<file path="src/logic/acc_defs.svh">
// Register indices, field positions, reset values and timing figures of calibration control
`ifndef ACC_DEFS_SVH
`define ACC_DEFS_SVH

// Register indices; the byte address is four times the index
`define ACC_IDX_CAL_ENABLE 8'h61
`define ACC_IDX_CFG_ZERO 8'h62
`define ACC_IDX_CFG_ONE 8'h65
`define ACC_IDX_AVERAGING 8'h68
`define ACC_IDX_PROGRESS 8'h6a
`define ACC_IDX_PIN_SETUP 8'h6b
`define ACC_IDX_SOFT_TRIG 8'h6c
`define ACC_IDX_IRQ_STATUS 8'h70
`define ACC_IDX_IRQ_MASK 8'h71

// Reset values
`define ACC_RST_CAL_ENABLE 8'h01
`define ACC_RST_CFG_ZERO 8'h01
`define ACC_RST_CFG_ONE 8'h01
`define ACC_RST_AVERAGING 8'h61
`define ACC_RST_PIN_SETUP 8'h00
`define ACC_RST_SOFT_TRIG 8'h01
`define ACC_RST_IRQ_MASK 8'h00

// Field positions
`define ACC_BIT_CAL_ENABLE 0
`define ACC_BIT_FG_ENABLE 0
`define ACC_BIT_BG_ENABLE 1
`define ACC_BIT_OFFSET_REFERENCE_SELECT 2
`define ACC_OFFSET_AVERAGING_DEPTH_HI 6
`define ACC_OFFSET_AVERAGING_DEPTH_LO 4
`define ACC_LIN_AVG_HI 2
`define ACC_LIN_AVG_LO 0
`define ACC_STAT_CODE_HI 4
`define ACC_STAT_CODE_LO 2
`define ACC_BIT_STOPPED 1
`define ACC_BIT_FOREGROUND_COMPLETE_FLAG 0
`define ACC_STAT_SEL_HI 2
`define ACC_STAT_SEL_LO 1
`define ACC_BIT_TRIG_SRC 0
`define ACC_BIT_SOFT_TRIG 0

// Interrupt status bits
`define ACC_IRQ_FOREGROUND_COMPLETE_FLAG 0
`define ACC_IRQ_STOPPED 1
`define ACC_IRQ_ALARM 2
`define ACC_IRQ_TRIGGER 3
`define ACC_IRQ_BITS 4

// Writable-bit masks of the registers software may change
`define ACC_WMASK_CAL_ENABLE 8'hff
`define ACC_WMASK_CFG_ZERO 8'hff
`define ACC_WMASK_CFG_ONE 8'hff
`define ACC_WMASK_AVERAGING 8'hff
`define ACC_WMASK_PIN_SETUP 8'hff
`define ACC_WMASK_SOFT_TRIG 8'hff

// Bus latency: cycles that waitrequest stays high before the answer
`define ACC_BUS_WAIT_CYCLES 1

`endif

</file>
<file path="src/logic/acc_pkg.sv">
// Types shared by the calibration control files
`default_nettype none
package acc_pkg;

  typedef enum logic [1:0]
  {
    ACC_SEL_FOREGROUND_COMPLETE_FLAG,
    ACC_SEL_STOPPED,
    ACC_SEL_ALARM,
    ACC_SEL_LOW
  } acc_status_sel_e;

  typedef enum
  {
    ACC_ST_HOLD,
    ACC_ST_FOREGROUND,
    ACC_ST_SETTLED
  } acc_seq_e;

  typedef logic [7:0] acc_byte_t;

endpackage
`default_nettype wire

</file>
<file path="src/logic/acc_sync.sv">
// Two-flop synchroniser for pins from outside the clock domain
`timescale 1ns/1ps
`default_nettype none
module acc_sync
#(
  parameter int WIDTH = 1
)
(
  input wire logic clk_sys,
  input wire logic rst_n,
  input wire logic [WIDTH-1:0] async_in,
  output logic [WIDTH-1:0] sync_out
);

  generate
    if (WIDTH < 1)
    begin : g_bad_width
      $error("acc_sync: WIDTH must be at least 1");
    end
  endgenerate

  logic [WIDTH-1:0] stage1_reg;
  logic [WIDTH-1:0] stage2_reg;

  always_ff @(posedge clk_sys)
  begin
    if (!rst_n)
    begin
      stage1_reg <= '0;
      stage2_reg <= '0;
    end
    else
    begin
      stage1_reg <= async_in;
      stage2_reg <= stage1_reg;
    end
  end

  assign sync_out = stage2_reg;

endmodule // acc_sync
`default_nettype wire

</file>
<file path="src/logic/acc_avmm_slave.sv">
// Avalon-MM slave front end: one wait cycle, then a one-cycle accept
`timescale 1ns/1ps
`default_nettype none
module acc_avmm_slave
#(
  parameter int ADDR_W = 10
)
(
  input wire logic clk_sys,
  input wire logic rst_n,
  input wire logic [ADDR_W-1:0] avs_address,
  input wire logic avs_read,
  input wire logic avs_write,
  input wire logic [31:0] avs_writedata,
  input wire logic [3:0] avs_byteenable,
  output logic [31:0] avs_readdata,
  output logic avs_waitrequest,
  input wire logic [7:0] reg_rdata,
  output logic [ADDR_W-1:0] reg_addr,
  output logic [7:0] reg_wdata,
  output logic reg_wr,
  output logic reg_rd
);

  generate
    if (ADDR_W < 10)
    begin : g_bad_addr
      $error("acc_avmm_slave: ADDR_W must reach the highest register");
    end
  endgenerate

  logic ack_reg;
  logic [31:0] rdata_reg;
  wire req = avs_read | avs_write;
  wire capture = req & ~ack_reg;

  // Registers are 8 bits wide in lane 0; a write without lane 0 leaves them alone
  assign avs_waitrequest = req & ~ack_reg;
  assign reg_addr = avs_address;
  assign reg_wdata = avs_writedata[7:0];
  assign reg_wr = ack_reg & avs_write & avs_byteenable[0];
  assign reg_rd = ack_reg & avs_read;
  assign avs_readdata = rdata_reg;

  always_ff @(posedge clk_sys)
  begin
    if (!rst_n)
    begin
      ack_reg <= 1'b0;
      rdata_reg <= 32'h0000_0000;
    end
    else
    begin
      ack_reg <= capture;
      if (capture && avs_read)
      begin
        rdata_reg <= {24'h00_0000, reg_rdata};
      end
    end
  end

endmodule // acc_avmm_slave
`default_nettype wire

</file>
<file path="src/logic/acc_cal_ctrl.sv">
// Calibration control: configuration registers, progress flags, status pin and trigger select
// Function
// - Reference bit zero targets mid-code offset
// - Reference bit one tracks spare converter output
// - Bits six to four set offset averaging
// - Bits two to zero set linearity averaging
// - Progress register read-only, code bits four-two
// - Stopped flag follows background halt and resume
// - Without background, stopped follows foreground finish
// - Foreground complete flag set after finish or skip
// - Selector drives status pin per value
// - Source zero uses software trigger bit
// - Source one uses synchronised trigger pin
// - Background runs only while enabled
// - Software trigger bit replaces trigger pin
//
// Local design decision: register access over Avalon-MM.
`timescale 1ns/1ps
`default_nettype none
`include "acc_defs.svh"
module acc_cal_ctrl
#(
  parameter int ADDR_W = 10
)
(
  input wire logic clk_sys,
  input wire logic rst_n,
  input wire logic [ADDR_W-1:0] avs_address,
  input wire logic avs_read,
  input wire logic avs_write,
  input wire logic [31:0] avs_writedata,
  input wire logic [3:0] avs_byteenable,
  output logic [31:0] avs_readdata,
  output logic avs_waitrequest,
  output logic irq,
  input wire logic calibration_trigger_pin,
  output logic calibration_status_pin,
  input wire logic engine_fg_finished,
  input wire logic engine_bg_halted,
  input wire logic [2:0] engine_status_code,
  input wire logic alarm,
  output logic calibration_run,
  output logic foreground_run,
  output logic background_run,
  output logic offset_reference_select,
  output logic [2:0] offset_averaging_depth,
  output logic [2:0] linearity_averaging_depth,
  output logic calibration_trigger
);

  generate
    if (ADDR_W < 10)
    begin : g_bad_addr
      $error("acc_cal_ctrl: ADDR_W must reach the highest register");
    end
  endgenerate

  logic [ADDR_W-1:0] reg_addr;
  logic [7:0] reg_wdata;
  logic [7:0] reg_rdata;
  logic reg_wr;
  logic reg_rd;
  logic [31:0] bus_rdata;

  acc_avmm_slave #(.ADDR_W(ADDR_W)) u_bus
  (
    .clk_sys(clk_sys),
    .rst_n(rst_n),
    .avs_address(avs_address),
    .avs_read(avs_read),
    .avs_write(avs_write),
    .avs_writedata(avs_writedata),
    .avs_byteenable(avs_byteenable),
    .avs_readdata(bus_rdata),
    .avs_waitrequest(avs_waitrequest),
    .reg_rdata(reg_rdata),
    .reg_addr(reg_addr),
    .reg_wdata(reg_wdata),
    .reg_wr(reg_wr),
    .reg_rd(reg_rd)
  );

  assign avs_readdata = bus_rdata;

  logic trig_pin_sync;

  acc_sync #(.WIDTH(1)) u_trig_sync
  (
    .clk_sys(clk_sys),
    .rst_n(rst_n),
    .async_in(calibration_trigger_pin),
    .sync_out(trig_pin_sync)
  );

  // Address decode; byte address is index times four
  function automatic logic hit(input logic [ADDR_W-1:0] a, input logic [7:0] idx);
    hit = (a == ADDR_W'({idx, 2'b00}));
  endfunction

  wire sel_cal_enable = hit(reg_addr, `ACC_IDX_CAL_ENABLE);
  wire sel_cfg_zero = hit(reg_addr, `ACC_IDX_CFG_ZERO);
  wire sel_cfg_one = hit(reg_addr, `ACC_IDX_CFG_ONE);
  wire sel_averaging = hit(reg_addr, `ACC_IDX_AVERAGING);
  wire sel_progress = hit(reg_addr, `ACC_IDX_PROGRESS);
  wire sel_pin_setup = hit(reg_addr, `ACC_IDX_PIN_SETUP);
  wire sel_soft_trig = hit(reg_addr, `ACC_IDX_SOFT_TRIG);
  wire sel_irq_status = hit(reg_addr, `ACC_IDX_IRQ_STATUS);
  wire sel_irq_mask = hit(reg_addr, `ACC_IDX_IRQ_MASK);

  logic [7:0] cal_enable_reg;
  logic [7:0] cfg_zero_reg;
  logic [7:0] cfg_one_reg;
  logic [7:0] averaging_reg;
  logic [7:0] pin_setup_reg;
  logic [7:0] soft_trig_reg;
  logic [`ACC_IRQ_BITS-1:0] irq_status_reg;
  logic [`ACC_IRQ_BITS-1:0] irq_mask_reg;

  // Reserved bits are stored as written, except irq mask bits 7 to 4; software keeps them at reset values
  always_ff @(posedge clk_sys)
  begin
    if (!rst_n)
    begin
      cal_enable_reg <= `ACC_RST_CAL_ENABLE;
      cfg_zero_reg <= `ACC_RST_CFG_ZERO;
      cfg_one_reg <= `ACC_RST_CFG_ONE;
      averaging_reg <= `ACC_RST_AVERAGING;
      pin_setup_reg <= `ACC_RST_PIN_SETUP;
      soft_trig_reg <= `ACC_RST_SOFT_TRIG;
      irq_mask_reg <= `ACC_IRQ_BITS'(`ACC_RST_IRQ_MASK);
    end
    else if (reg_wr)
    begin
      if (sel_cal_enable)
      begin
        cal_enable_reg <= reg_wdata & `ACC_WMASK_CAL_ENABLE;
      end
      if (sel_cfg_zero)
      begin
        cfg_zero_reg <= reg_wdata & `ACC_WMASK_CFG_ZERO;
      end
      if (sel_cfg_one)
      begin
        cfg_one_reg <= reg_wdata & `ACC_WMASK_CFG_ONE;
      end
      if (sel_averaging)
      begin
        averaging_reg <= reg_wdata & `ACC_WMASK_AVERAGING;
      end
      if (sel_pin_setup)
      begin
        pin_setup_reg <= reg_wdata & `ACC_WMASK_PIN_SETUP;
      end
      if (sel_soft_trig)
      begin
        soft_trig_reg <= reg_wdata & `ACC_WMASK_SOFT_TRIG;
      end
      if (sel_irq_mask)
      begin
        irq_mask_reg <= reg_wdata[`ACC_IRQ_BITS-1:0];
      end
    end
  end

  wire cal_en = cal_enable_reg[`ACC_BIT_CAL_ENABLE];
  wire fg_en = cfg_zero_reg[`ACC_BIT_FG_ENABLE];
  wire bg_en = cfg_zero_reg[`ACC_BIT_BG_ENABLE];

  // Foreground sequencer; clearing the calibration enable holds it in reset
  acc_pkg::acc_seq_e seq_reg;
  acc_pkg::acc_seq_e seq_next;
  logic foreground_complete_flag_reg;
  logic foreground_complete_flag_next;

  always_comb
  begin
    seq_next = seq_reg;
    foreground_complete_flag_next = foreground_complete_flag_reg;
    case (seq_reg)
      acc_pkg::ACC_ST_HOLD:
      begin
        foreground_complete_flag_next = 1'b0;
        if (cal_en)
        begin
          // A skipped foreground counts as complete at once
          seq_next = fg_en ? acc_pkg::ACC_ST_FOREGROUND : acc_pkg::ACC_ST_SETTLED;
          foreground_complete_flag_next = ~fg_en;
        end
      end
      acc_pkg::ACC_ST_FOREGROUND:
      begin
        if (!cal_en)
        begin
          seq_next = acc_pkg::ACC_ST_HOLD;
        end
        else if (engine_fg_finished)
        begin
          seq_next = acc_pkg::ACC_ST_SETTLED;
          foreground_complete_flag_next = 1'b1;
        end
      end
      acc_pkg::ACC_ST_SETTLED:
      begin
        if (!cal_en)
        begin
          seq_next = acc_pkg::ACC_ST_HOLD;
          foreground_complete_flag_next = 1'b0;
        end
      end
      default:
      begin
        seq_next = acc_pkg::ACC_ST_HOLD;
        foreground_complete_flag_next = 1'b0;
      end
    endcase
  end

  // Background runs only after foreground settles and while enabled
  // Clearing the calibration enable stops background at once, not a cycle later
  wire bg_run = bg_en & cal_en & (seq_reg == acc_pkg::ACC_ST_SETTLED);

  // Halt follows the engine with background on, otherwise the foreground result
  wire stopped_now = bg_en ? (bg_run & engine_bg_halted) : foreground_complete_flag_reg;

  // Flags come from the sequencer and the engine halt, the code from the engine; no write to this register reaches them
  wire [7:0] progress_val = {3'b000, engine_status_code, stopped_now, foreground_complete_flag_reg};

  // Trigger source select
  wire trig_src_hw = pin_setup_reg[`ACC_BIT_TRIG_SRC];
  wire soft_trig = soft_trig_reg[`ACC_BIT_SOFT_TRIG];
  wire trig_sel = trig_src_hw ? trig_pin_sync : soft_trig;

  // Status pin selector
  acc_pkg::acc_status_sel_e stat_sel;
  assign stat_sel = acc_pkg::acc_status_sel_e'(pin_setup_reg[`ACC_STAT_SEL_HI:`ACC_STAT_SEL_LO]);
  logic stat_pin_next;

  always_comb
  begin
    case (stat_sel)
      acc_pkg::ACC_SEL_FOREGROUND_COMPLETE_FLAG: stat_pin_next = foreground_complete_flag_reg;
      acc_pkg::ACC_SEL_STOPPED: stat_pin_next = stopped_now;
      acc_pkg::ACC_SEL_ALARM: stat_pin_next = alarm;
      acc_pkg::ACC_SEL_LOW: stat_pin_next = 1'b0;
      default: stat_pin_next = 1'b0;
    endcase
  end

  // Interrupt events are rising edges of the flags, of the alarm input and of the chosen trigger
  logic foreground_complete_flag_d_reg;
  logic stopped_d_reg;
  logic alarm_d_reg;
  logic trig_d_reg;
  wire [`ACC_IRQ_BITS-1:0] irq_events = {trig_sel & ~trig_d_reg,
                                         alarm & ~alarm_d_reg,
                                         stopped_now & ~stopped_d_reg,
                                         foreground_complete_flag_reg & ~foreground_complete_flag_d_reg};

  // Read clears only the bits the master saw; a new event in that cycle wins
  wire [`ACC_IRQ_BITS-1:0] irq_clear = (reg_rd && sel_irq_status) ?
                                       bus_rdata[`ACC_IRQ_BITS-1:0] : '0;
  wire [`ACC_IRQ_BITS-1:0] irq_status_next = (irq_status_reg & ~irq_clear) | irq_events;

  // Read mux; unmapped addresses read zero
  assign reg_rdata = sel_cal_enable ? cal_enable_reg :
                     sel_cfg_zero ? cfg_zero_reg :
                     sel_cfg_one ? cfg_one_reg :
                     sel_averaging ? averaging_reg :
                     sel_progress ? progress_val :
                     sel_pin_setup ? pin_setup_reg :
                     sel_soft_trig ? soft_trig_reg :
                     sel_irq_status ? 8'(irq_status_reg) :
                     sel_irq_mask ? 8'(irq_mask_reg) :
                     8'h00;

  logic stat_pin_reg;
  logic trig_reg;
  logic irq_reg;

  always_ff @(posedge clk_sys)
  begin
    if (!rst_n)
    begin
      seq_reg <= acc_pkg::ACC_ST_HOLD;
      foreground_complete_flag_reg <= 1'b0;
      foreground_complete_flag_d_reg <= 1'b0;
      stopped_d_reg <= 1'b0;
      alarm_d_reg <= 1'b0;
      // Matches the reset trigger (software bit high) so reset raises no false event
      trig_d_reg <= 1'b1;
      irq_status_reg <= '0;
      stat_pin_reg <= 1'b0;
      trig_reg <= 1'b0;
      irq_reg <= 1'b0;
    end
    else
    begin
      seq_reg <= seq_next;
      foreground_complete_flag_reg <= foreground_complete_flag_next;
      foreground_complete_flag_d_reg <= foreground_complete_flag_reg;
      stopped_d_reg <= stopped_now;
      alarm_d_reg <= alarm;
      trig_d_reg <= trig_sel;
      irq_status_reg <= irq_status_next;
      stat_pin_reg <= stat_pin_next;
      trig_reg <= trig_sel;
      irq_reg <= |(irq_status_next & irq_mask_reg);
    end
  end

  // Engine controls come from register bits, except foreground and background run (sequencer) and the trigger (registered from the selected source)
  assign calibration_run = cal_en;
  assign foreground_run = (seq_reg == acc_pkg::ACC_ST_FOREGROUND);
  assign background_run = bg_run;
  // Zero means mid-code target; one means match the spare converter
  // Spare reference with background off is left to software to avoid
  assign offset_reference_select = cfg_one_reg[`ACC_BIT_OFFSET_REFERENCE_SELECT];
  assign offset_averaging_depth = averaging_reg[`ACC_OFFSET_AVERAGING_DEPTH_HI:`ACC_OFFSET_AVERAGING_DEPTH_LO];
  assign linearity_averaging_depth = averaging_reg[`ACC_LIN_AVG_HI:`ACC_LIN_AVG_LO];
  assign calibration_trigger = trig_reg;
  assign calibration_status_pin = stat_pin_reg;
  assign irq = irq_reg;

endmodule // acc_cal_ctrl
`default_nettype wire

</file>
<file path="config.mk">
export PLATFORM = sky130hd
export DESIGN_NAME = acc_cal_ctrl
export DESIGN_NICKNAME = d
export VERILOG_FILES = /design/src/logic/acc_pkg.sv /design/src/logic/acc_sync.sv /design/src/logic/acc_avmm_slave.sv /design/src/logic/acc_cal_ctrl.sv
export VERILOG_INCLUDE_DIRS = /design/src /design/src/logic
export SDC_FILE = /design/constraint.sdc
export NUM_CORES = 1
export LEC_CHECK = 0
export ABC_AREA = 1
export BUFFER_PORTS_ARGS = -buffer_cell sky130_fd_sc_hd__buf_2
export CAP_MARGIN = 20
export CORE_MARGIN = 2
export CORE_UTILIZATION = 40
export DETAILED_ROUTE_END_ITERATION = 6
export GPL_TIMING_DRIVEN = 0
export PLACE_DENSITY = 0.69
export RECOVER_POWER = 100
export SLEW_MARGIN = 15
export SYNTH_ARGS = -nofsm -noshare
export SYNTH_HDL_FRONTEND = slang
export SYNTH_SLANG_ARGS = --single-unit
export TNS_END_PERCENT = 5
</file>
<file path="constraint.sdc">
create_clock -name clk_sys -period 3.6 [get_ports clk_sys]
set_input_delay 0.54 -clock clk_sys [delete_from_list [all_inputs] [get_ports clk_sys]]
set_output_delay 0.54 -clock clk_sys [all_outputs]
set_load 0.01 [all_outputs]
</file>
; Word-level counts from Yosys, hierarchy flattened
; Cells that the tools add are included.
[word_totals]
register_bits = 107
inputBits = 57
wordCells = 102
[classes]
eq_ne = 21
n_mux = 24
bitwise = 22
reduce_logical = 14
[ops]
columns = operator, count
row1 = $mux 32, 4
row2 = $pmux 32 s3, 1
row3 = $eq 10x9->1 const B, 9
row4 = $eq 32x2->1 const B, 2
row5 = $mux 8, 7
row6 = $eq 32x1->1 const B, 1
row7 = $eq 32x3->1 const B, 1
row8 = $logic_not 32->1, 1
row9 = $reduce_and 2->1, 7
row10 = $mux 4, 3
row11 = $and 1x1->1, 11
row12 = $and 4x4->4, 2
row13 = $ne 2x2->1 const B, 4
row14 = $mux 1, 6
row15 = $not 1->1, 6
row16 = $reduce_and 3->1, 2
row17 = $eq 2x2->1 const B, 2
row18 = $not 4->4, 1
row19 = $or 4x4->4, 1
row20 = $pmux 1 s4, 1
row21 = $reduce_or 4->1, 1
row22 = $ne 3x3->1 const B, 1
row23 = $pmux 1 s3, 1
row24 = $eq 2x1->1 const B, 1
row25 = other kinds (4), 5

; Depth between registers and ports, before layout
; Gate-level depths: netlist of the first run.
[depth]
word_depth = 10
mapped_depth = 12
ltp_nobuf = 12

; Modules after synthesis
; Synthesis of the first run repeated with hierarchy kept, for this count alone.
[hier_totals]
hier_cells = 585
hier_area_um2 = 4141.5
[modules_own_cells]
columns = module, instances, cells_per_inst, area_each_um2
row1 = acc_cal_ctrl, 1, 455, 3261.9
row2 = acc_avmm_slave, 1, 124, 824.5
row3 = acc_sync, 1, 6, 55.1

; Least setup slack after synthesis of the first run
; No wires, ideal clock.
[synth_path]
path_type = input port to flip-flop
start = input avs_address[1]
end = register cfg_zero_reg[7]
setup_time_ns = 0.119
arrival_ns = 1.503
required_time_ns = 3.481
setup_slack_ns = 1.977
stages = 9
path_buffers = 1
cell_sequence = nor2_2 nand2_1 nor2_1 nand2_2 inv_2 nand2_2 buf_2 o21ai_0 a21oi_1
[synth_between]
elab_chain_cells = 2
[synth_rtl]
columns = element, line_no
row1 = "start, declared", acc_cal_ctrl.sv:28  ; input wire logic [ADDR_W-1:0] avs_address,
row2 = $eq 10x9->1, acc_cal_ctrl.sv:97  ; hit = (a == ADDR_W'({idx, 2'b00}));
row3 = $reduce_and 2->1 (no line), -
row4 = "end signal, assigned", acc_cal_ctrl.sv:125  ; cfg_zero_reg <= `ACC_RST_CFG_ZERO;
row5 = "end signal, assigned", acc_cal_ctrl.sv:140  ; cfg_zero_reg <= reg_wdata & `ACC_WMASK_CFG_ZERO;
row6 = "end, declared", acc_cal_ctrl.sv:111  ; logic [7:0] cfg_zero_reg;
; No other way between the ends.
; A chain may end at the register's enable or synchronous reset.

; Worst setup path in the final report of the first run
[layout_path]
start = input avs_address[8]
end = register averaging_reg[7]
[layout_between]
elab_chain_cells = 2
[layout_rtl]
columns = element, line_no
row1 = $eq 10x9->1, acc_cal_ctrl.sv:97
row2 = $reduce_and 2->1 (no line), -
row3 = "end signal, assigned", acc_cal_ctrl.sv:127  ; averaging_reg <= `ACC_RST_AVERAGING;
row4 = "end signal, assigned", acc_cal_ctrl.sv:148  ; averaging_reg <= reg_wdata & `ACC_WMASK_AVERAGING;
row5 = "end, declared", acc_cal_ctrl.sv:113  ; logic [7:0] averaging_reg;
; No other way between the ends.

==> results of run 1 <==
==> power breakdown <==
part           internal, W  switching [W]
combinational    0.0000593       0.000109
sequential        0.000867      0.0000100
clock             0.000282       0.000317
total              0.00121       0.000435
==> cells in the final DEF, fill, tap and decap left out, types with 9 or more instances in the layout <==
master                       n
sky130_fd_sc_hd__clkbuf_1   35
sky130_fd_sc_hd__conb_1     24
sky130_fd_sc_hd__inv_1     101
sky130_fd_sc_hd__buf_4      27
sky130_fd_sc_hd__o21ai_0    74
sky130_fd_sc_hd__nand3_1    31
sky130_fd_sc_hd__dfxtp_1    77
sky130_fd_sc_hd__buf_2      31
sky130_fd_sc_hd__nand2_1    82
sky130_fd_sc_hd__o211ai_1    9
sky130_fd_sc_hd__a21oi_1    53
sky130_fd_sc_hd__clkbuf_8   11
sky130_fd_sc_hd__nor2_1     41
==> area by class of cell <==
class / count / share of cell area, %
clock inverter: 4 / 0.538
multi-input combinational: 348 / 37.1
tap: 129 / 3.65
clock buffer: 11 / 3.42
buffer: 47 / 6.65
timing repair buffer: 50 / 5.09
sequential: 77 / 34.9
inverter: 102 / 8.66
==> Yosys cell counts, types with 3 or more instances <==
cell type                   n  area share, %
sky130_fd_sc_hd__buf_6      3           0.87
sky130_fd_sc_hd__clkbuf_1   8           0.77
sky130_fd_sc_hd__inv_1     96            9.3
sky130_fd_sc_hd__nand4_1    7            1.1
sky130_fd_sc_hd__o21ai_1   11            1.4
sky130_fd_sc_hd__o211ai_1   9            1.7
sky130_fd_sc_hd__nor3_1     5           0.64
sky130_fd_sc_hd__nor2_4     3           0.87
sky130_fd_sc_hd__buf_2      3           0.39
sky130_fd_sc_hd__buf_4     31            6.0
sky130_fd_sc_hd__dfxtp_1   77             40
sky130_fd_sc_hd__nand2_2    8            1.3
sky130_fd_sc_hd__a21oi_2    4           0.90
sky130_fd_sc_hd__o21ai_0   66            8.5
sky130_fd_sc_hd__inv_2      6           0.58
sky130_fd_sc_hd__nand2_1   76            7.3
sky130_fd_sc_hd__a21oi_1   50            6.4
sky130_fd_sc_hd__nor2_2     5           0.80
sky130_fd_sc_hd__nor2_1    35            3.4
sky130_fd_sc_hd__nand3_1   30            3.9
==> per-layer routing <==
| metal | up-vias | GRT usage [%] |
|---|---|---|
| li1 | 1877 | - |
| met2 | 146 | 35.0 |
| met1 | 1720 | 26.5 |
| met3 | 16 | 5.76 |
| met4 | 0 | 6.05 |
| met5 | - | 0 |
==> tightest hold or removal path: stages <==
cell and delay, ps:
sky130_fd_sc_hd__buf_2 80, sky130_fd_sc_hd__nand2_1 40, sky130_fd_sc_hd__inv_1 40
==> through the flow <==
step / hold slack (ps) / area, um2 / utilization, % / std cells
finish: 360 / 4420 / 47.4 / 768
global placement: 416 / 4380 / 47.0 / 753
floorplan: 390 / 3970 / - / 574
global route: 349 / 4420 / 47.4 / 768
detailed placement: 421 / 4380 / 47.0 / 753
CTS: 346 / 4560 / 48.9 / 768
==> final timing paths <==
path | to | slack (ps) | cells after the start | start
setup / recovery | averaging_reg[7] | 1180 | 11 | avs_address[8]
hold reg to reg | u_trig_sync.sync_out | 430 | 2 | u_trig_sync.stage1_reg
setup reg to reg | soft_trig_reg[6] | 1670 | 6 | u_bus.ack_reg
hold / removal | u_trig_sync.stage1_reg | 360 | 3 | calibration_trigger_pin
==> logic make-up after synthesis <==
group / count (synthesis) / synth area share [%]
flip-flops: 77 / 39.7
multiplexers: 1 / 0.258
AND/OR/NAND/NOR: 178 / 21.9
AO/OA/AOI/OAI: 145 / 20.0
other: 1 / 0.0965
buffers and inverters: 149 / 18.1
==> flow_results.xml, run 1 <==
<?xml version="1.0" encoding="UTF-8"?>
<metrics>
  <group name="worst_setup_path">
    <metric name="cp_slowest_stage_delay" unit="ps">520</metric>
    <metric name="cp.buffers_inverters" unit="">4</metric>
    <metric name="worst_ep_required_time" unit="ps">3840</metric>
    <metric name="start_kind" unit="">input port</metric>
    <metric name="cp_slowest_cell" unit="">sky130_fd_sc_hd__nor2_1</metric>
    <metric name="timing_worst_setup_path_type" unit="">input port to flip-flop</metric>
    <metric name="worst_setup_path_end_kind" unit="">flip-flop</metric>
    <metric name="worst_ep_arrival_time" unit="ps">2660</metric>
    <metric name="top_delay_family_on_crit_path" unit="">simple AND/OR/NAND/NOR gates</metric>
    <metric name="path_max_fanout" unit="">10</metric>
    <metric name="timing.critical_path.cells" unit="">clkbuf_1, inv_1, nor2_4, nand2_2, nor2_1, nand2_1, inv_1, nand2_1, clkbuf_1, o21ai_0, a21oi_1</metric>
  </group>
  <group name="synth">
    <metric name="synth-edff-count" unit="">0</metric>
    <metric name="yosys_warnings" unit="">0</metric>
    <metric name="synthesis.area_per_instance" unit="um2">7.05</metric>
    <metric name="synthCells" unit="">551</metric>
    <metric name="synth.distinct_cells" unit="">33</metric>
    <metric name="post_synth_instance_area" unit="um2">3890</metric>
    <metric name="postSynth.asyncResetShare" unit="%">0</metric>
    <metric name="yosys_register_bits" unit="">77</metric>
    <metric name="sequential_share_of_the_synthesized_area" unit="%">39.7</metric>
    <metric name="ys.flop_type" unit="">sky130_fd_sc_hd__dfxtp_1</metric>
  </group>
  <group name="sta">
    <metric name="fmaxAchievable" unit="GHz">0.414</metric>
    <metric name="slew-limit-headroom" unit="%">54.2</metric>
    <metric name="timing.final.crit_share" unit="%">67.1</metric>
    <metric name="final.setup_skew" unit="ps">6.03</metric>
    <metric name="grt_setup_unrepaired" unit="">false</metric>
    <metric name="final.setup.worst_slack" unit="ps">1180</metric>
    <metric name="finalCriticalPeriod" unit="ps">2420</metric>
    <metric name="fin_setup_tns" unit="ps">0</metric>
    <metric name="transition_time_of_the_tightest_slew_check_pin" unit="ps">685</metric>
    <metric name="number_of_max_slew_violations_in_the_final_report" unit="">0</metric>
    <metric name="final_hold_viol_count" unit="">0</metric>
    <metric name="finalSetupViolCount" unit="">0</metric>
  </group>
  <group name="cts">
    <metric name="buffer_count_from_post_cts_setup_fixing" unit="">0</metric>
    <metric name="cts_max_level" unit="">3</metric>
    <metric name="clock_sinks" unit="">77</metric>
    <metric name="clock_transition_time_at_the_flip_flop_clock_pins_of_the_worst_setup_and_hold_paths" unit="ps">80</metric>
    <metric name="cts-buffers-inserted" unit="">9</metric>
    <metric name="cts.repair.resized" unit="">0</metric>
    <metric name="cts-root-to-sink-buffers" unit="">2</metric>
    <metric name="postCtsHoldBufs" unit="">0</metric>
    <metric name="tritoncts" unit="">built</metric>
    <metric name="worst_skew_pair.late_latency" unit="ps">360</metric>
    <metric name="clockRootBuffer" unit="">sky130_fd_sc_hd__clkbuf_8</metric>
  </group>
  <group name="layout">
    <metric name="layout.nets" unit="">692</metric>
    <metric name="num-fill-cells" unit="">990</metric>
    <metric name="flow.area_growth_from_synthesis" unit="%">13.7</metric>
    <metric name="post_route_cells_drive_above_1_share" unit="%">13.8</metric>
    <metric name="antenna-diode-count" unit="">0</metric>
    <metric name="regArea" unit="um2">1540</metric>
    <metric name="multi_input_comb_area" unit="um2">1640</metric>
  </group>
  <group name="detailed_routing">
    <metric name="ant_nets" unit="">0</metric>
    <metric name="average_via_count_per_standard_cell" unit="">4.89</metric>
    <metric name="drt_pre_antenna_iters" unit="">5</metric>
    <metric name="finalWirelength" unit="um">10500</metric>
    <metric name="routed-via-count" unit="">3759</metric>
    <metric name="met2RoutedLength" unit="um">5000</metric>
    <metric name="drc_violations" unit="">0</metric>
    <metric name="first_iteration_detailed_routing_drc_count" unit="">226</metric>
    <metric name="wl_per_cell" unit="um">13.7</metric>
    <metric name="routed-wl-met3" unit="um">769</metric>
    <metric name="wl_met1" unit="um">4560</metric>
    <metric name="top_signal_layer_used" unit="">met4</metric>
  </group>
  <group name="placement">
    <metric name="io_buffer_count" unit="">50</metric>
    <metric name="detailedPlacementHpwl" unit="um">7940</metric>
    <metric name="routabilityCongestion" unit="">0.984</metric>
    <metric name="pre_cts_slack" unit="ps">1520</metric>
  </group>
  <group name="floorplan">
    <metric name="rows" unit="">35</metric>
    <metric name="design.portCount" unit="">103</metric>
    <metric name="core_area" unit="um2">9330</metric>
    <metric name="die_area" unit="um2">10500</metric>
    <metric name="fp.dieW" unit="um">103</metric>
    <metric name="floorplan.die.height" unit="um">103</metric>
    <metric name="start_util" unit="%">41.7</metric>
  </group>
  <group name="global_routing">
    <metric name="globalRouteTotalUtil" unit="%">20.9</metric>
    <metric name="maximum_number_of_pins_on_one_net_before_global_route_repair" unit="">13</metric>
    <metric name="antenna_found_initial" unit="">0</metric>
    <metric name="grt_pass1_vias" unit="">3332</metric>
    <metric name="global_route_wire_length_before_repair" unit="um">16600</metric>
    <metric name="grt_overflow_total" unit="">0</metric>
  </group>
  <group name="status">
    <metric name="run_status" unit="">finished clean</metric>
  </group>
  <group name="pwr">
    <metric name="cellLeakagePower" unit="nW">1.99</metric>
    <metric name="finalPower" unit="W">0.00164</metric>
    <metric name="ir_worst_vdd" unit="V">0.000262</metric>
    <metric name="power_per_cell_area" unit="nW/um2">372</metric>
  </group>
  <group name="job">
    <metric name="drv.max_cap_violation_count" unit="">0</metric>
  </group>
  <group name="min_path">
    <metric name="worst_hold_path_type" unit="">input port to flip-flop</metric>
  </group>
</metrics>
(Power assumes the default switching activity.)
==> run 2: changes to the inputs <==
--- a/config.mk
+++ b/config.mk
@@ -13,7 +13,7 @@
 export CORE_UTILIZATION = 40
 export DETAILED_ROUTE_END_ITERATION = 6
 export GPL_TIMING_DRIVEN = 0
-export PLACE_DENSITY = 0.69
+export PLACE_DENSITY = 0.72
 export RECOVER_POWER = 100
 export SLEW_MARGIN = 15
 export SYNTH_ARGS = -nofsm -noshare
==> constraint.sdc (replaced) <==
create_clock -name clk_sys -period 2.2 [get_ports clk_sys]
set_input_delay 0.33 -clock clk_sys [delete_from_list [all_inputs] [get_ports clk_sys]]
set_output_delay 0.33 -clock clk_sys [all_outputs]
set_load 0.01 [all_outputs]
==> flow_results.xml, run 2 (same netlist as run 1, synthesis figures left out) <==
<?xml version="1.0" encoding="UTF-8"?>
<metrics>
  <group name="status">
    <metric name="run_status" unit="">finished clean</metric>
  </group>
  <group name="pwr">
    <metric name="internal-power" unit="W">0.00221</metric>
    <metric name="switching_share" unit="%">24.3</metric>
    <metric name="p_comb_share" unit="%">9.6</metric>
    <metric name="power_per_cell_area" unit="nW/um2">646</metric>
    <metric name="sequentialPowerShare" unit="%">49.1</metric>
    <metric name="cellLeakagePower" unit="nW">2.06</metric>
    <metric name="ir_worst_vdd" unit="V">0.000322</metric>
    <metric name="switchingPower" unit="W">0.000712</metric>
    <metric name="p_clk_share" unit="%">41.3</metric>
  </group>
  <group name="sta">
    <metric name="slew-limit-headroom" unit="%">57.0</metric>
    <metric name="timing.final.crit_share" unit="%">84.7</metric>
    <metric name="final.setup_skew" unit="ps">9.16</metric>
    <metric name="final.setup.worst_slack" unit="ps">337</metric>
    <metric name="number_of_max_slew_violations_in_the_final_report" unit="">0</metric>
    <metric name="finalCriticalPeriod" unit="ps">1860</metric>
    <metric name="finalSetupViolCount" unit="">0</metric>
    <metric name="grt_setup_unrepaired" unit="">false</metric>
    <metric name="transition_time_of_the_tightest_slew_check_pin" unit="ps">644</metric>
    <metric name="timing.hold.ws" unit="ps">164</metric>
    <metric name="fmaxAchievable" unit="GHz">0.537</metric>
    <metric name="fin_setup_tns" unit="ps">0</metric>
    <metric name="final_hold_viol_count" unit="">0</metric>
  </group>
  <group name="placement">
    <metric name="pre_cts_slack" unit="ps">307</metric>
    <metric name="io_buffer_count" unit="">50</metric>
    <metric name="routabilityCongestion" unit="">0.880</metric>
    <metric name="placed_inst_area" unit="um2">4380</metric>
    <metric name="detailedPlacementHpwl" unit="um">7920</metric>
  </group>
  <group name="layout">
    <metric name="layout.cells.most_common" unit="">sky130_fd_sc_hd__inv_1</metric>
    <metric name="flow.area_growth_from_synthesis" unit="%">16.5</metric>
    <metric name="layout.nets" unit="">692</metric>
    <metric name="mostFrequentLayoutCells" unit="">sky130_fd_sc_hd__inv_1 (97), sky130_fd_sc_hd__nand2_1 (79), sky130_fd_sc_hd__dfxtp_1 (77)</metric>
    <metric name="postLayoutCellArea" unit="um2">4530</metric>
    <metric name="multi_input_comb_area" unit="um2">1700</metric>
    <metric name="post_route_cells_drive_above_1_share" unit="%">15.6</metric>
    <metric name="num-fill-cells" unit="">967</metric>
    <metric name="regArea" unit="um2">1540</metric>
    <metric name="antenna-diode-count" unit="">0</metric>
  </group>
  <group name="worst_setup_path">
    <metric name="setup.reg_to_reg.worst_slack" unit="ps">350</metric>
    <metric name="worst_ep_arrival_time" unit="ps">2090</metric>
    <metric name="cp_slowest_cell" unit="">sky130_fd_sc_hd__clkbuf_1</metric>
    <metric name="worst_setup_path_end_kind" unit="">flip-flop</metric>
    <metric name="launch_point_of_the_worst_reg_to_reg_path" unit="">u_bus.ack_reg</metric>
    <metric name="number_of_logic_stages_on_the_critical_path_including_buffering" unit="">10</metric>
    <metric name="timing_worst_setup_path_type" unit="">input port to flip-flop</metric>
    <metric name="worst_ep_required_time" unit="ps">2420</metric>
    <metric name="start_kind" unit="">input port</metric>
    <metric name="cp.buffers_inverters" unit="">3</metric>
    <metric name="timing.critical_path.cells" unit="">buf_2, nor2_1, nand2_1, nor2_4, nand2_2, inv_2, nand2_1, clkbuf_1, o21ai_0, a21oi_1</metric>
    <metric name="path_common_cell" unit="">sky130_fd_sc_hd__nand2_1</metric>
    <metric name="setup.worst_path.start" unit="">avs_address[1]</metric>
    <metric name="worst_r2r_path_depth" unit="">6</metric>
    <metric name="top_delay_family_on_crit_path" unit="">simple AND/OR/NAND/NOR gates</metric>
    <metric name="cp_slowest_stage_delay" unit="ps">300</metric>
    <metric name="r2r_end" unit="">soft_trig_reg[6]</metric>
    <metric name="cp-endpoint" unit="">cfg_one_reg[7]</metric>
    <metric name="path_max_fanout" unit="">10</metric>
  </group>
  <group name="floorplan">
    <metric name="die_area" unit="um2">10500</metric>
    <metric name="fp.dieW" unit="um">103</metric>
    <metric name="floorplan.die.height" unit="um">103</metric>
    <metric name="core_area" unit="um2">9330</metric>
    <metric name="design.portCount" unit="">103</metric>
    <metric name="rows" unit="">35</metric>
    <metric name="start_util" unit="%">41.7</metric>
  </group>
  <group name="global_routing">
    <metric name="use_met1" unit="%">26.5</metric>
    <metric name="global_route_wire_length_before_repair" unit="um">16700</metric>
    <metric name="maximum_number_of_pins_on_one_net_before_global_route_repair" unit="">13</metric>
    <metric name="grt_busiest_layer" unit="">met2</metric>
    <metric name="grt_pass1_vias" unit="">3393</metric>
    <metric name="globalRouteTotalUtil" unit="%">21.0</metric>
    <metric name="global_route.usage.met2" unit="%">35.4</metric>
    <metric name="grt_overflow_total" unit="">0</metric>
    <metric name="groute.layer.met3.usage" unit="%">3.73</metric>
    <metric name="antenna_found_initial" unit="">0</metric>
  </group>
  <group name="detailed_routing">
    <metric name="routed-via-count" unit="">3764</metric>
    <metric name="first_iteration_detailed_routing_drc_count" unit="">262</metric>
    <metric name="average_via_count_per_standard_cell" unit="">4.90</metric>
    <metric name="drt_pre_antenna_iters" unit="">6</metric>
    <metric name="drc_violations" unit="">0</metric>
    <metric name="ant_nets" unit="">0</metric>
    <metric name="wl_per_cell" unit="um">13.9</metric>
    <metric name="finalWirelength" unit="um">10700</metric>
  </group>
  <group name="cts">
    <metric name="postCtsHoldBufs" unit="">0</metric>
    <metric name="worst_skew_pair.late_latency" unit="ps">350</metric>
    <metric name="tritoncts" unit="">built</metric>
    <metric name="cts-root-to-sink-buffers" unit="">2</metric>
    <metric name="clock_transition_time_at_the_flip_flop_clock_pins_of_the_worst_setup_and_hold_paths" unit="ps">80</metric>
    <metric name="buffer_count_from_post_cts_setup_fixing" unit="">0</metric>
    <metric name="cts-buffers-inserted" unit="">9</metric>
    <metric name="clock_sinks" unit="">77</metric>
    <metric name="clockRootBuffer" unit="">sky130_fd_sc_hd__clkbuf_8</metric>
    <metric name="cts_max_level" unit="">3</metric>
    <metric name="cts.repair.resized" unit="">0</metric>
  </group>
  <group name="min_path">
    <metric name="worst_hold_path_type" unit="">input port to flip-flop</metric>
  </group>
  <group name="job">
    <metric name="drv.max_cap_violation_count" unit="">0</metric>
  </group>
</metrics>
-- run 2: changes by cell type in the layout (fill, tap and decap cells not counted), sizes merged --
cell | previous run | this run
buf | 58 | 60
bufinv | 0 | 2
clkbuf | 50 | 49
clkinv | 4 | 1
-- run 2: worst min path at each step --
stage / start / endpoint / slack (ps) / depth (start not counted)
floorplan: u_trig_sync.stage1_reg / u_trig_sync.sync_out / 390 / 2
global placement: u_trig_sync.stage1_reg / u_trig_sync.sync_out / 400 / 2
detailed placement: u_trig_sync.stage1_reg / u_trig_sync.sync_out / 400 / 2
CTS: calibration_trigger_pin / u_trig_sync.stage1_reg / 160 / 3
global route: calibration_trigger_pin / u_trig_sync.stage1_reg / 170 / 3
finish: calibration_trigger_pin / u_trig_sync.stage1_reg / 160 / 3
-- run 2: power by group through the flow --
stage | Sequential [W] | Clock (W) | Combinational, W
finish | 0.00144 | 0.00121 | 0.000281
global route | 0.00144 | 0.00129 | 0.000314
CTS | 0.00144 | 0.00122 | 0.000284
detailed placement | 0.00147 | 0 | 0.000281
global placement | 0.00147 | 0 | 0.000275
floorplan | 0.00147 | 0 | 0.000184
-- run 2: per-stage QoR --
step                std cells  utilization (%)  total power (W)
CTS                       768             49.4          0.00294
global placement          753             47.0          0.00174
global route              768             48.5          0.00304
detailed placement        753             47.0          0.00175
finish                    768             48.5          0.00293
floorplan                 574                -          0.00165
-- run 2: tightest hold or removal path, cell delays in order --
cell and delay, ps:
sky130_fd_sc_hd__buf_2 70, sky130_fd_sc_hd__nand2_1 40, sky130_fd_sc_hd__inv_1 40
-- run 2: layer usage --
layer	wire, um	vias up	share of wire [%]
li1	-	1880	-
met1	4550	1694	43
met2	5020	167	47
met3	879	23	8.2
met4	225	0	2.1
met5	0	-	0
-- run 2: final cells by class --
type	count	area share, %
clock inverter	3	1.52
inverter	102	8.46
buffer	47	6.50
tap	129	3.57
timing repair buffer	50	5.00
sequential	77	34.1
clock buffer	12	3.43
multi-input combinational	348	37.5
==> run 3: changes to the inputs <==
==> constraint.sdc (replaced) <==
create_clock -name clk_sys -period 1.55 [get_ports clk_sys]
set_input_delay 0.2325 -clock clk_sys [delete_from_list [all_inputs] [get_ports clk_sys]]
set_output_delay 0.2325 -clock clk_sys [all_outputs]
set_load 0.01 [all_outputs]
==> flow_results.xml, run 3 (same netlist as run 1, synthesis figures left out) <==
<?xml version="1.0" encoding="UTF-8"?>
<metrics>
  <group name="global_routing">
    <metric name="globalRouteTotalUtil" unit="%">21.0</metric>
    <metric name="global_route_wire_length_before_repair" unit="um">16700</metric>
    <metric name="maximum_number_of_pins_on_one_net_before_global_route_repair" unit="">13</metric>
    <metric name="grt_overflow_total" unit="">0</metric>
    <metric name="antenna_found_initial" unit="">0</metric>
    <metric name="grt_pass1_vias" unit="">3390</metric>
  </group>
  <group name="cts">
    <metric name="buffer_count_from_post_cts_setup_fixing" unit="">0</metric>
    <metric name="tritoncts" unit="">built</metric>
    <metric name="clock_transition_time_at_the_flip_flop_clock_pins_of_the_worst_setup_and_hold_paths" unit="ps">80</metric>
    <metric name="cts_max_level" unit="">3</metric>
    <metric name="cts-root-to-sink-buffers" unit="">2</metric>
    <metric name="clock_sinks" unit="">77</metric>
    <metric name="clockRootBuffer" unit="">sky130_fd_sc_hd__clkbuf_8</metric>
    <metric name="worst_skew_pair.late_latency" unit="ps">360</metric>
    <metric name="cts-buffers-inserted" unit="">9</metric>
  </group>
  <group name="pwr">
    <metric name="finalPower" unit="W">0.00420</metric>
    <metric name="ir_worst_vdd" unit="V">0.000461</metric>
    <metric name="cellLeakagePower" unit="nW">2.09</metric>
    <metric name="power_per_cell_area" unit="nW/um2">909</metric>
  </group>
  <group name="layout">
    <metric name="layout.cells.most_common" unit="">sky130_fd_sc_hd__inv_1</metric>
    <metric name="antenna-diode-count" unit="">0</metric>
    <metric name="layout.nets" unit="">692</metric>
    <metric name="mostFrequentLayoutCells" unit="">sky130_fd_sc_hd__inv_1 (96), sky130_fd_sc_hd__nand2_1 (76), sky130_fd_sc_hd__dfxtp_1 (75)</metric>
    <metric name="flow.area_growth_from_synthesis" unit="%">18.8</metric>
    <metric name="instances_no_fill" unit="">768</metric>
    <metric name="post_route_cells_drive_above_1_share" unit="%">19.1</metric>
    <metric name="layout.core_utilization" unit="%">49.5</metric>
  </group>
  <group name="detailed_routing">
    <metric name="routed-via-count" unit="">3798</metric>
    <metric name="ant_nets" unit="">0</metric>
    <metric name="drt_pre_antenna_iters" unit="">6</metric>
    <metric name="drc_violations" unit="">0</metric>
    <metric name="wl_per_cell" unit="um">13.9</metric>
    <metric name="finalWirelength" unit="um">10700</metric>
    <metric name="first_iteration_detailed_routing_drc_count" unit="">256</metric>
    <metric name="average_via_count_per_standard_cell" unit="">4.95</metric>
  </group>
  <group name="worst_setup_path">
    <metric name="top_delay_family_on_crit_path" unit="">flip-flops</metric>
    <metric name="worst_ep_required_time" unit="ps">1320</metric>
    <metric name="path_common_cell" unit="">sky130_fd_sc_hd__nor2_2</metric>
    <metric name="cp.buffers_inverters" unit="">2</metric>
    <metric name="worst_setup_path_end_kind" unit="">primary output</metric>
    <metric name="cp_slowest_cell" unit="">sky130_fd_sc_hd__dfxtp_4</metric>
    <metric name="start_kind" unit="">flip-flop</metric>
    <metric name="timing_worst_setup_path_type" unit="">flip-flop to primary output</metric>
    <metric name="timing.critical_path.cells" unit="">nand2_1, nor2_2, inv_1, nor2_2, clkbuf_1</metric>
    <metric name="path_max_fanout" unit="">8</metric>
    <metric name="worst_ep_arrival_time" unit="ps">1240</metric>
    <metric name="cp_slowest_stage_delay" unit="ps">390</metric>
  </group>
  <group name="placement">
    <metric name="io_buffer_count" unit="">50</metric>
    <metric name="detailedPlacementHpwl" unit="um">7920</metric>
    <metric name="routabilityCongestion" unit="">0.880</metric>
    <metric name="dp_cells" unit="">753</metric>
  </group>
  <group name="floorplan">
    <metric name="fp.dieW" unit="um">103</metric>
    <metric name="core_area" unit="um2">9330</metric>
    <metric name="rows" unit="">35</metric>
    <metric name="floorplan.die.height" unit="um">103</metric>
    <metric name="design.portCount" unit="">103</metric>
    <metric name="die_area" unit="um2">10500</metric>
    <metric name="start_util" unit="%">41.7</metric>
  </group>
  <group name="sta">
    <metric name="grt_setup_unrepaired" unit="">false</metric>
    <metric name="slew-limit-headroom" unit="%">58.6</metric>
    <metric name="transition_time_of_the_tightest_slew_check_pin" unit="ps">621</metric>
    <metric name="timing.final.crit_share" unit="%">94.8</metric>
    <metric name="number_of_max_slew_violations_in_the_final_report" unit="">0</metric>
    <metric name="final_hold_viol_count" unit="">0</metric>
    <metric name="finalSetupViolCount" unit="">0</metric>
    <metric name="final.setup_skew" unit="ps">12.0</metric>
    <metric name="finalCriticalPeriod" unit="ps">1470</metric>
    <metric name="fmaxAchievable" unit="GHz">0.681</metric>
    <metric name="fin_setup_tns" unit="ps">0</metric>
  </group>
  <group name="min_path">
    <metric name="worst_hold_path_type" unit="">input port to flip-flop</metric>
  </group>
  <group name="job">
    <metric name="drv.max_cap_violation_count" unit="">0</metric>
  </group>
  <group name="status">
    <metric name="run_status" unit="">finished clean</metric>
  </group>
</metrics>
-- run 3: cell types whose count changed in the layout (fill, tap and decap cells not counted), sizes merged --
cell / change
buf: +2
clkbuf: -2
-- run 3: what timing repair did --
action / 4_1_cts / 5_1_grt
endpoints found under the setup margin: 15 / 23
hold buffers: 0 / 0
cloned: 0 / 0
gates resized for setup: 5 / 14
-- run 3: routing by layer --
layer  global-route usage (%)  up-vias  share of wire [%]
met5                        0        -                  0
met4                     8.92        0                2.9
met3                     3.53       29                6.9
met2                     35.5      153                 47
met1                     26.5     1731                 43
li1                         -     1885                  -
-- run 3: layout make-up --
class,instances,area [um2]
clock buffers,12,155
multi-input cells,348,1760
plain buffers,47,315
flip-flops and latches,77,1550
inverters,102,388
well taps,129,161
fillers,946,4710
clock inverters,3,68.8
repair buffers,50,225
-- run 3: report_power, final --
part / switching (W) / internal [W] / total [W] / leakage, nW
Clock: 0.000757 / 0.000990 / 0.00175 / 0.113
Combinational: 0.000268 / 0.000143 / 0.000411 / 1.36
Sequential: 0.0000272 / 0.00201 / 0.00204 / 0.624
-- run 3: worst paths after layout --
check,from,cells after the start,slack [ps],to
min reg2reg,u_trig_sync.stage1_reg,2,410,u_trig_sync.sync_out
min,calibration_trigger_pin,3,60,u_trig_sync.stage1_reg
max reg2reg,cal_enable_reg[0],12,90,u_bus.avs_readdata[1]
max,cal_enable_reg[0],5,80,background_run
-- run 3: worst register-to-register path: cells and delay by family (launching register included) --
| kind | cells | cell delay, ps |
|---|---|---|
| simple gates | 10 | 830 |
| flops | 1 | 390 |
| compound gates | 1 | 110 |
| buf+inv | 1 | 70 |
-- run 3: metrics by stage --
stage / instance area, um2 / setup WS, ps / hold slack [ps]
detailed placement: 4380 / -246 / 397
global placement: 4380 / -224 / 396
finish: 4620 / 81.3 / 56.7
CTS: 4620 / -4.22 / 58.1
global route: 4620 / 10.1 / 68.7
floorplan: 3970 / 132 / 326
